File: src/rtl/tc_event_regs.svh
// register offsets, field positions, reset values for the event/debug/irq control block
`ifndef TC_EVENT_REGS_SVH
`define TC_EVENT_REGS_SVH

// register indices; byte address is four times the index
`define IDX_CONTROL 6'h00
`define IDX_DEBUG_HALT_BEHAVIOUR 6'h08
`define IDX_EVENT_ROUTING_CONTROL 6'h0A
`define IDX_INTERRUPT_ENABLE_CLEAR 6'h0C
`define IDX_INTERRUPT_ENABLE_SET 6'h0D
`define IDX_INTERRUPT_STATUS 6'h0E
`define IDX_UNMAPPED 6'h3F

// control register fields
`define CTRL_SOFT_RESET_BIT 0
`define CTRL_ENABLE_BIT 1

// debug register fields
`define DBG_RUN_BIT 0

// event routing control fields
`define EV_ACTION_LSB 0
`define EV_ACTION_MSB 2
`define EV_INVERT_BIT 4
`define EV_INPUT_EN_BIT 5
`define EV_WRAP_OUT_BIT 8
`define EV_CHAN0_OUT_BIT 12
`define EV_CHAN1_OUT_BIT 13
`define EV_WRITE_MASK 16'h3137

// interrupt enable / status fields
`define INT_WRAP_BIT 0
`define INT_ERR_BIT 1
`define INT_SYNC_BIT 3
`define INT_CHAN0_BIT 4
`define INT_CHAN1_BIT 5
`define INT_WRITE_MASK 8'h3B

// reset values
`define RST_DEBUG_HALT_BEHAVIOUR 1'h0
`define RST_EVENT_ROUTING_CONTROL 16'h0000
`define RST_INTERRUPT_ENABLE 8'h00

`endif

File: src/rtl/tc_event_pkg.sv
// types shared by the event/debug/irq control block
package tc_event_pkg;

	typedef enum logic [2:0] {
		ACT_OFF = 3'h0,
		ACT_RETRIGGER = 3'h1,
		ACT_COUNT = 3'h2,
		ACT_START = 3'h3,
		ACT_RESERVED4 = 3'h4,
		ACT_PERIOD_THEN_WIDTH = 3'h5,
		ACT_WIDTH_THEN_PERIOD = 3'h6,
		ACT_RESERVED7 = 3'h7
	} input_action_t;

	// pulses sent to the counting core
	typedef struct packed {
		logic retrigger;
		logic countStep;
		logic start;
		logic captureZero;
		logic captureOne;
	} action_pulse_t;

	typedef struct packed {
		logic prevLevel;
		action_pulse_t pulse;
	} decode_state_t;

	typedef struct packed {
		logic [1:0] evSync;
		logic [1:0] haltSync;
		logic enable;
		logic run_during_debug_halt;
		logic [15:0] event_routing_control;
		logic [7:0] intEn;
		logic [7:0] status;
		logic wrPend;
		logic [5:0] wrIdx;
		logic [31:0] rdata;
		logic hready;
		logic irq;
		logic run;
		logic [1:0] chanEv;
		logic wrapEv;
	} ctrl_state_t;

endpackage

File: src/rtl/counter_event_debug_irq_control.sv
// debug halt, event routing and interrupt enable control of the timer unit
//
// Behaviour
// - A module soft reset clears every register except the debug run bit.
// - With debug run 0 the counter stops during debug halt, with 1 it keeps running.
// - Each channel's match/capture event is passed out only while its output enable is set.
// - The wrap event is passed out only while the wrap output enable is set.
// - Incoming events are ignored unless the event input enable is 1.
// - The invert bit inverts the incoming event source before use.
// - Action 0 does nothing, 1 retriggers, 2 counts once per event, 3 starts.
// - Action 5 captures period into capture zero and pulse width into capture one.
// - Action 6 captures period into capture one and pulse width into capture zero.
// - Event routing control ignores writes while the counter is enabled.
// - Writing 1 to a channel bit of enable-clear clears that channel's enable, 0 does nothing.
// - Writing 1 to the sync bit of enable-clear disables the sync-done interrupt.
// - Enable-clear and enable-set read back the same shared enable bits.
// - Writing 1 to the error bit of enable-clear disables the error interrupt.
//
// Implementation choice: the AHB-Lite slave port.
`timescale 1ns/1ns
`default_nettype none
`include "tc_event_regs.svh"

module counter_event_debug_irq_control
	import tc_event_pkg::*;
(
	input wire logic clock, // 25 MHz system clock
	input wire logic rst_n, // async reset, active low
	input wire logic hsel, // AHB-Lite slave select
	input wire logic [31:0] haddr, // AHB-Lite address
	input wire logic [1:0] htrans, // AHB-Lite transfer type
	input wire logic hwrite, // AHB-Lite write
	input wire logic [2:0] hsize, // AHB-Lite size, word only
	input wire logic [31:0] hwdata, // AHB-Lite write data
	input wire logic hready, // AHB-Lite bus ready
	output logic hreadyout, // AHB-Lite slave ready
	output logic hresp, // AHB-Lite response, always OKAY
	output logic [31:0] hrdata, // AHB-Lite read data
	input wire logic debugHaltIn, // processor held in debug halt, async
	input wire logic eventIn, // incoming event, async
	input wire logic [1:0] chanMatchIn, // per-channel match/capture pulse
	input wire logic wrapIn, // counter overflow/underflow pulse
	input wire logic errorIn, // error pulse from the core
	input wire logic syncDoneIn, // synchronisation ready pulse
	output logic counterRun, // counter may advance
	output logic [1:0] chanEventOut, // routed channel events
	output logic wrapEventOut, // routed wrap event
	output action_pulse_t actionOut, // event actions to the core
	output logic irq // level interrupt
);

	ctrl_state_t s, n;
	logic accept;
	logic [5:0] addrIdx;
	logic [7:0] readClear;
	logic [7:0] events;

	// ----------------------------------------------------------------
	// event decode
	// ----------------------------------------------------------------
	event_action_decode decode (
		.clock(clock),
		.rst_n(rst_n),
		.evLevel(s.evSync[1]),
		.event_input_enable(s.event_routing_control[`EV_INPUT_EN_BIT]),
		.event_input_invert(s.event_routing_control[`EV_INVERT_BIT]),
		.input_action_select(s.event_routing_control[`EV_ACTION_MSB:`EV_ACTION_LSB]),
		.actionOut(actionOut)
	);

	// ----------------------------------------------------------------
	// next state
	// ----------------------------------------------------------------
	always_comb begin
		n = s;
		accept = hsel && htrans[1] && hready;
		addrIdx = (haddr[31:8] == 24'h000000 && haddr[1:0] == 2'h0) ? haddr[7:2]
			: `IDX_UNMAPPED;
		readClear = 8'h00;
		events = 8'h00;

		// only the second flop of each pair is read by logic
		n.evSync = {s.evSync[0], eventIn};
		n.haltSync = {s.haltSync[0], debugHaltIn};

		// data phase of a write
		if (s.wrPend) begin
			unique case (s.wrIdx)
				`IDX_CONTROL: begin
					// soft reset wins over the rest of the same write
					if (hwdata[`CTRL_SOFT_RESET_BIT]) begin
						n.enable = 1'b0;
						n.event_routing_control = `RST_EVENT_ROUTING_CONTROL;
						n.intEn = `RST_INTERRUPT_ENABLE;
						n.status = 8'h00;
					end else begin
						n.enable = hwdata[`CTRL_ENABLE_BIT];
					end
				end
				`IDX_DEBUG_HALT_BEHAVIOUR: n.run_during_debug_halt = hwdata[`DBG_RUN_BIT];
				`IDX_EVENT_ROUTING_CONTROL: begin
					if (!s.enable) begin
						n.event_routing_control = hwdata[15:0] & `EV_WRITE_MASK;
					end
				end
				`IDX_INTERRUPT_ENABLE_CLEAR: begin
					n.intEn = s.intEn & ~(hwdata[7:0] & `INT_WRITE_MASK);
				end
				`IDX_INTERRUPT_ENABLE_SET: begin
					n.intEn = s.intEn | (hwdata[7:0] & `INT_WRITE_MASK);
				end
				default: n = n;
			endcase
		end

		// address phase
		n.wrPend = accept && hwrite;
		n.wrIdx = addrIdx;
		n.rdata = 32'h00000000;
		if (accept && !hwrite) begin
			// read data reflects a write finishing in this same cycle
			unique case (addrIdx)
				`IDX_CONTROL: n.rdata[`CTRL_ENABLE_BIT] = n.enable;
				`IDX_DEBUG_HALT_BEHAVIOUR: n.rdata[`DBG_RUN_BIT] = n.run_during_debug_halt;
				`IDX_EVENT_ROUTING_CONTROL: n.rdata[15:0] = n.event_routing_control;
				`IDX_INTERRUPT_ENABLE_CLEAR: n.rdata[7:0] = n.intEn;
				`IDX_INTERRUPT_ENABLE_SET: n.rdata[7:0] = n.intEn;
				`IDX_INTERRUPT_STATUS: begin
					n.rdata[7:0] = n.status;
					readClear = n.status;
				end
				default: n.rdata = 32'h00000000;
			endcase
		end

		// sticky status; a new event in the clearing cycle survives
		events[`INT_WRAP_BIT] = wrapIn;
		events[`INT_ERR_BIT] = errorIn;
		events[`INT_SYNC_BIT] = syncDoneIn;
		events[`INT_CHAN0_BIT] = chanMatchIn[0];
		events[`INT_CHAN1_BIT] = chanMatchIn[1];
		n.status = (n.status & ~readClear) | events;

		n.hready = 1'b1;
		n.irq = |(n.status & n.intEn);
		n.run = n.enable && (n.run_during_debug_halt || !s.haltSync[1]);
		n.chanEv = chanMatchIn & {n.event_routing_control[`EV_CHAN1_OUT_BIT], n.event_routing_control[`EV_CHAN0_OUT_BIT]};
		n.wrapEv = wrapIn & n.event_routing_control[`EV_WRAP_OUT_BIT];
	end

	// ----------------------------------------------------------------
	// state register
	// ----------------------------------------------------------------
	always_ff @(posedge clock or negedge rst_n) begin
		if (!rst_n) begin
			s <= '0;
			s.run_during_debug_halt <= `RST_DEBUG_HALT_BEHAVIOUR;
		end else begin
			s <= n;
		end
	end

	assign hreadyout = s.hready;
	assign hresp = 1'b0;
	assign hrdata = s.rdata;
	assign counterRun = s.run;
	assign chanEventOut = s.chanEv;
	assign wrapEventOut = s.wrapEv;
	assign irq = s.irq;
endmodule // counter_event_debug_irq_control
`default_nettype wire

File: src/rtl/event_action_decode.sv
// decodes the incoming event into counter actions
`timescale 1ns/1ns
`default_nettype none
`include "tc_event_regs.svh"

module event_action_decode
	import tc_event_pkg::*;
(
	input wire logic clock, // system clock
	input wire logic rst_n, // async reset, active low
	input wire logic evLevel, // synchronised event level
	input wire logic event_input_enable, // accept incoming events
	input wire logic event_input_invert, // invert event source
	input wire logic [2:0] input_action_select, // action code
	output action_pulse_t actionOut // registered action pulses
);

	decode_state_t s, n;
	logic level;
	logic rise;
	logic fall;

	always_comb begin
		n = s;
		level = evLevel ^ event_input_invert;
		rise = level & ~s.prevLevel;
		fall = ~level & s.prevLevel;
		n.prevLevel = level;
		n.pulse = '0;
		if (event_input_enable) begin
			unique case (input_action_t'(input_action_select))
				ACT_RETRIGGER: n.pulse.retrigger = rise;
				ACT_COUNT: n.pulse.countStep = rise;
				ACT_START: n.pulse.start = rise;
				ACT_PERIOD_THEN_WIDTH: begin
					n.pulse.captureZero = rise;
					n.pulse.retrigger = rise;
					n.pulse.captureOne = fall;
				end
				ACT_WIDTH_THEN_PERIOD: begin
					n.pulse.captureOne = rise;
					n.pulse.retrigger = rise;
					n.pulse.captureZero = fall;
				end
				default: n.pulse = '0;
			endcase
		end
	end

	always_ff @(posedge clock or negedge rst_n) begin
		if (!rst_n) begin
			s <= '0;
		end else begin
			s <= n;
		end
	end

	assign actionOut = s.pulse;
endmodule // event_action_decode
`default_nettype wire

File: config.mk
export PLATFORM = sky130hd
export DESIGN_NAME = counter_event_debug_irq_control
export DESIGN_NICKNAME = d
export VERILOG_FILES = /design/src/rtl/tc_event_pkg.sv /design/src/rtl/counter_event_debug_irq_control.sv /design/src/rtl/event_action_decode.sv
export VERILOG_INCLUDE_DIRS = /design/src /design/src/rtl
export SDC_FILE = /design/constraint.sdc
export NUM_CORES = 1
export LEC_CHECK = 0
export ABC_AREA = 1
export ABC_CLOCK_PERIOD_IN_PS = 4200
export BUFFER_PORTS_ARGS = -buffer_cell sky130_fd_sc_hd__buf_2
export CORE_ASPECT_RATIO = 0.9
export CORE_MARGIN = 4
export CORE_UTILIZATION = 45
export DETAILED_ROUTE_END_ITERATION = 10
export GPL_ROUTABILITY_DRIVEN = 0
export GPL_TIMING_DRIVEN = 0
export PLACE_DENSITY = 0.72
export SKIP_CTS_REPAIR_TIMING = 1
export SYNTH_ARGS = -nofsm -noshare
export SYNTH_HDL_FRONTEND = slang
export SYNTH_HIERARCHICAL = 1
export SYNTH_SLANG_ARGS = --single-unit
export TNS_END_PERCENT = 100
File: constraint.sdc
create_clock -name clock -period 4.2 [get_ports clock]
set_input_delay 0.84 -clock clock [delete_from_list [all_inputs] [get_ports clock]]
set_output_delay 0.84 -clock clock [all_outputs]
set_load 0.005 [all_outputs]
==> key figures <==
Layout
  – Layout area overhead: 22.0%
  – Non-Filler Instances: 639
  – Antenna fix cells: 0
  – Register Area: 0.00183 mm^2
  – Filler cell count: 726
  – Fraction of layout instances using a drive strength above 1: 30.6%
  – Area of the multi-input gates: 0.00120 mm^2
  – Nets@finish: 619

STA
  – RSZ-0062 raised after global routing: no
  – PnR worst setup slack: 1.95 ns
  – Hold Fails Final Rpt: 0
  – Clock skew: 0.00635 ns
  – Slew Limit Fails: 0
  – Slew margin rel.: 40.6%
  – Final setup vio count: 0
  – Final Cycle Share: 53.5%
  – Max Freq: 0.445 GHz
  – Setup TNS: 0 ns
  – Worst slew pin tran: 0.891 ns
  – Period minus WS final: 2.25 ns

Critical path
  – Worst path cell trace: buf_2 -> nor2_1 -> nand2_1 -> nor2_2 -> nand2_2 -> nor2_8 -> nand3_4 -> nor2_1 -> and2_1 -> buf_4 -> nand2_4 -> nand3_4 -> nor2_1 -> nor2_1
  – Worst setup EP type: register
  – CP top delay family: simple AND/OR/NAND/NOR gates
  – R2R Path Start: s[43]$_DFF_PN0_
  – CP endpoint: hrdata[0]$_DFF_PN0_
  – Most used cell, CP: nor2_1
  – CP startpoint kind: primary input
  – Worst path max stage delay: 0.18 ns
  – Crit Path Category: in -> reg
  – Worst reg2reg path depth: 14
  – Worst reg-to-reg setup slack: 2.05 ns
  – Critical Path Stages: 14
  – Reg-to-Reg End: irq$_DFF_PN0_
  – Critical Path AT: 2.52 ns
  – Crit-path slowest cell: buf_4
  – Critical-path maximum fanout: 9
  – Crit path from: haddr[1]
  – Worst Path Buf+Inv: 2
  – CP Data Required Time: 4.47 ns

Global route
  – GRT Resource Usage Total: 16.5%
  – Largest net degree at the start of global routing: 74
  – Initial antenna violation count: 0
  – First-pass GRT wire length: 12100 um
  – GRT overflow: 0
  – Number of global-route vias before repair: 2850

Logic synthesis
  – Post-synth EDFFs: 0
  – Area share of the largest cell type after synthesis: 51.3%
  – Syn_area_per_cell: 8.26 um^2
  – Area contributors post-synth: dfrtp_1 51%, nand2_1 10%, buf_4 8.6%, inv_1 7.4%, nor2_1 6.6%
  – Synthesized flop and latch total: 73
  – Synth warnings: 6
  – Mapped Cells: 431
  – Mapped Area: 0.00356 mm^2
  – Asr flop ratio synth: 100%
  – Synth Flop Type: dfrtp_1
  – Netlist cell types: 33
  – Seq/Total Area, Yosys: 51.3%
  – Largest area contributor in the netlist: dfrtp_1

Clock network
  – CTS Buf Count: 9
  – Worst-path clk slew: 0.08 ns
  – Clock buffer depth: 2
  – Root Driver: clkbuf_8
  – Clk_lat worst skew: 0.35 ns
  – H-tree depth: 3
  – TritonCTS clock tree: built
  – Total clock sinks: 73

Floorplan
  – Die Y: 92.4 um
  – Initial Util: 46.7%
  – Core area: 0.00762 mm^2
  – Die width: 102 um
  – I/O pin cnt: 125
  – Full die area: 0.00940 mm^2
  – # rows: 30

Worst hold path
  – Hold crit path type: reg -> reg

Detailed routing
  – Post-DR vias/cell: 4.42
  – DRC errors left: 0
  – WL per Instance: 11.2 um
  – Drt first pass iters: 4
  – Via count: 2826
  – Initial drt markers: 119
  – Drt total wl: 7150 um
  – Routed Antenna Nets: 0

Place
  – Inst Count DP: 623
  – Setup WS pre-CTS: 1.58 ns
  – Hpwl dp: 5520 um
  – # port buffers: 80

Power
  – P per Cell Area: 309 mW/mm^2
  – Peak supply drop: 0.229 mV
  – Static Leak: 2.56 nW

Status
  – Outcome: complete, no violations

Run
  – Max-cap viol count: 0
[placed cells by master (no fill, tap or decap)]
| cell | synthesis | final |
|---|---|---|
| o22ai_1 | 1 | 1 |
| a21boi_0 | 2 | 2 |
| bufinv_16 | 0 | 1 |
| buf_6 | 1 | 1 |
| nor4_1 | 1 | 1 |
| a21oi_2 | 1 | 1 |
| a31oi_1 | 3 | 3 |
| o21ai_0 | 10 | 10 |
| nor2_2 | 6 | 6 |
| inv_6 | 0 | 2 |
| o21ai_1 | 3 | 3 |
| clkinvlp_4 | 0 | 1 |
| o21a_1 | 1 | 1 |
| nor2_4 | 1 | 1 |
| a21oi_1 | 2 | 2 |
| buf_2 | 1 | 80 |
| clkinv_2 | 0 | 1 |
| clkinv_4 | 0 | 2 |
| mux2i_1 | 1 | 1 |
| nand2_1 | 96 | 96 |
| nand3_2 | 3 | 3 |
| clkbuf_8 | 0 | 9 |
| nor2_8 | 1 | 1 |
| and2_1 | 1 | 1 |
| o211ai_1 | 1 | 1 |
| a22oi_1 | 2 | 2 |
| inv_1 | 70 | 70 |
| nor3_1 | 8 | 8 |
| conb_1 | 2 | 18 |
| dfrtp_1 | 73 | 73 |
| nand2_4 | 1 | 1 |
| nor2_1 | 63 | 63 |
| nand3_4 | 2 | 2 |
| buf_4 | 41 | 42 |
| nand2_2 | 8 | 8 |
| nand3_1 | 17 | 17 |
| nand4_1 | 4 | 4 |
| nor3_2 | 1 | 1 |
| inv_2 | 3 | 3 |
[layout make-up]
cell class / instances / share of cell area [%]
clock inverter: 7 / 1.79
clock buffer: 9 / 2.85
buffer: 43 / 7.46
tap: 96 / 2.76
timing repair buffer: 80 / 9.27
multi-input combinational: 258 / 27.5
sequential: 73 / 42.0
inverter: 73 / 6.31
[through the flow]
step / total power [mW] / hold WS (ns) / util, % / instance area (um^2)
2_1_floorplan: 0.758 / 0.331 / - / 3620
3_3_place_gp: 0.801 / 0.332 / 54.4 / 4140
3_5_place_dp: 0.803 / 0.339 / 54.4 / 4140
4_1_cts: 1.36 / 0.357 / 57.0 / 4350
5_1_grt: 1.41 / 0.375 / 57.0 / 4350
6_report: 1.34 / 0.354 / 57.0 / 4350
[sequential cells by signal (all words and copies together), names as in the netlist]
register          flops
chanEventOut          2
decode/s              1
hrdata               16
hreadyout             1
counterRun            1
wrapEventOut          1
irq                   1
s                    45
decode/actionOut      5
[synthesized netlist by cell type, types with 2 or more instances]
| cell type | instances |
|---|---|
| a21oi_1 | 2 |
| o21ai_1 | 3 |
| nand2_1 | 96 |
| nand4_1 | 4 |
| inv_1 | 70 |
| nor3_1 | 8 |
| o21ai_0 | 10 |
| nand3_4 | 2 |
| inv_2 | 3 |
| dfrtp_1 | 73 |
| buf_4 | 41 |
| a21boi_0 | 2 |
| nand3_1 | 17 |
| nor2_1 | 63 |
| conb_1 | 2 |
| nor2_2 | 6 |
| a22oi_1 | 2 |
| a31oi_1 | 3 |
| nand2_2 | 8 |
| nand3_2 | 3 |
[how the worst min path moves through the flow]
stage	start	endpoint	slack (ns)	depth (start not counted)
after floorplan	s[79]$_DFF_PN0_	s[80]$_DFF_PN0_	0.33	0
after global placement	s[79]$_DFF_PN0_	s[80]$_DFF_PN0_	0.33	0
after global routing	s[81]$_DFF_PN0_	s[82]$_DFF_PN0_	0.37	0
after CTS	s[81]$_DFF_PN0_	s[82]$_DFF_PN0_	0.36	0
final	s[81]$_DFF_PN0_	s[82]$_DFF_PN0_	0.35	0
after detailed placement	s[81]$_DFF_PN0_	s[82]$_DFF_PN0_	0.34	0
[report_power, final]
| group | total (mW) | internal, mW | switching (mW) | leakage, nW |
|---|---|---|---|---|
| clock | 0.556 | 0.279 | 0.277 | 0.100 |
| combinational | 0.0774 | 0.0343 | 0.0430 | 1.59 |
| sequential | 0.711 | 0.709 | 0.00236 | 0.868 |
| total | 1.34 | 1.02 | 0.322 | 2.56 |
[cell families (layout without fill, tap and decap cells)]
logic type             count (synthesis)  after routing  synth area share, %
other                                  2             18                0.211
multiplexers                           1              1                0.281
buffers and inverters                116            212                 16.8
AND/OR/NAND/NOR                      213            213                 27.1
flip-flops                            73             73                 51.3
AO/OA/AOI/OAI                         26             26                 4.32
[metal layers]
metal | part of all wire (%) | global-route usage [%]
met5 | 0 | 0
met4 | 0.56 | 6.20
met2 | 48 | 26.9
met1 | 42 | 20.2
met3 | 8.9 | 5.50
Note: power is estimated with default switching activity, not from simulation.
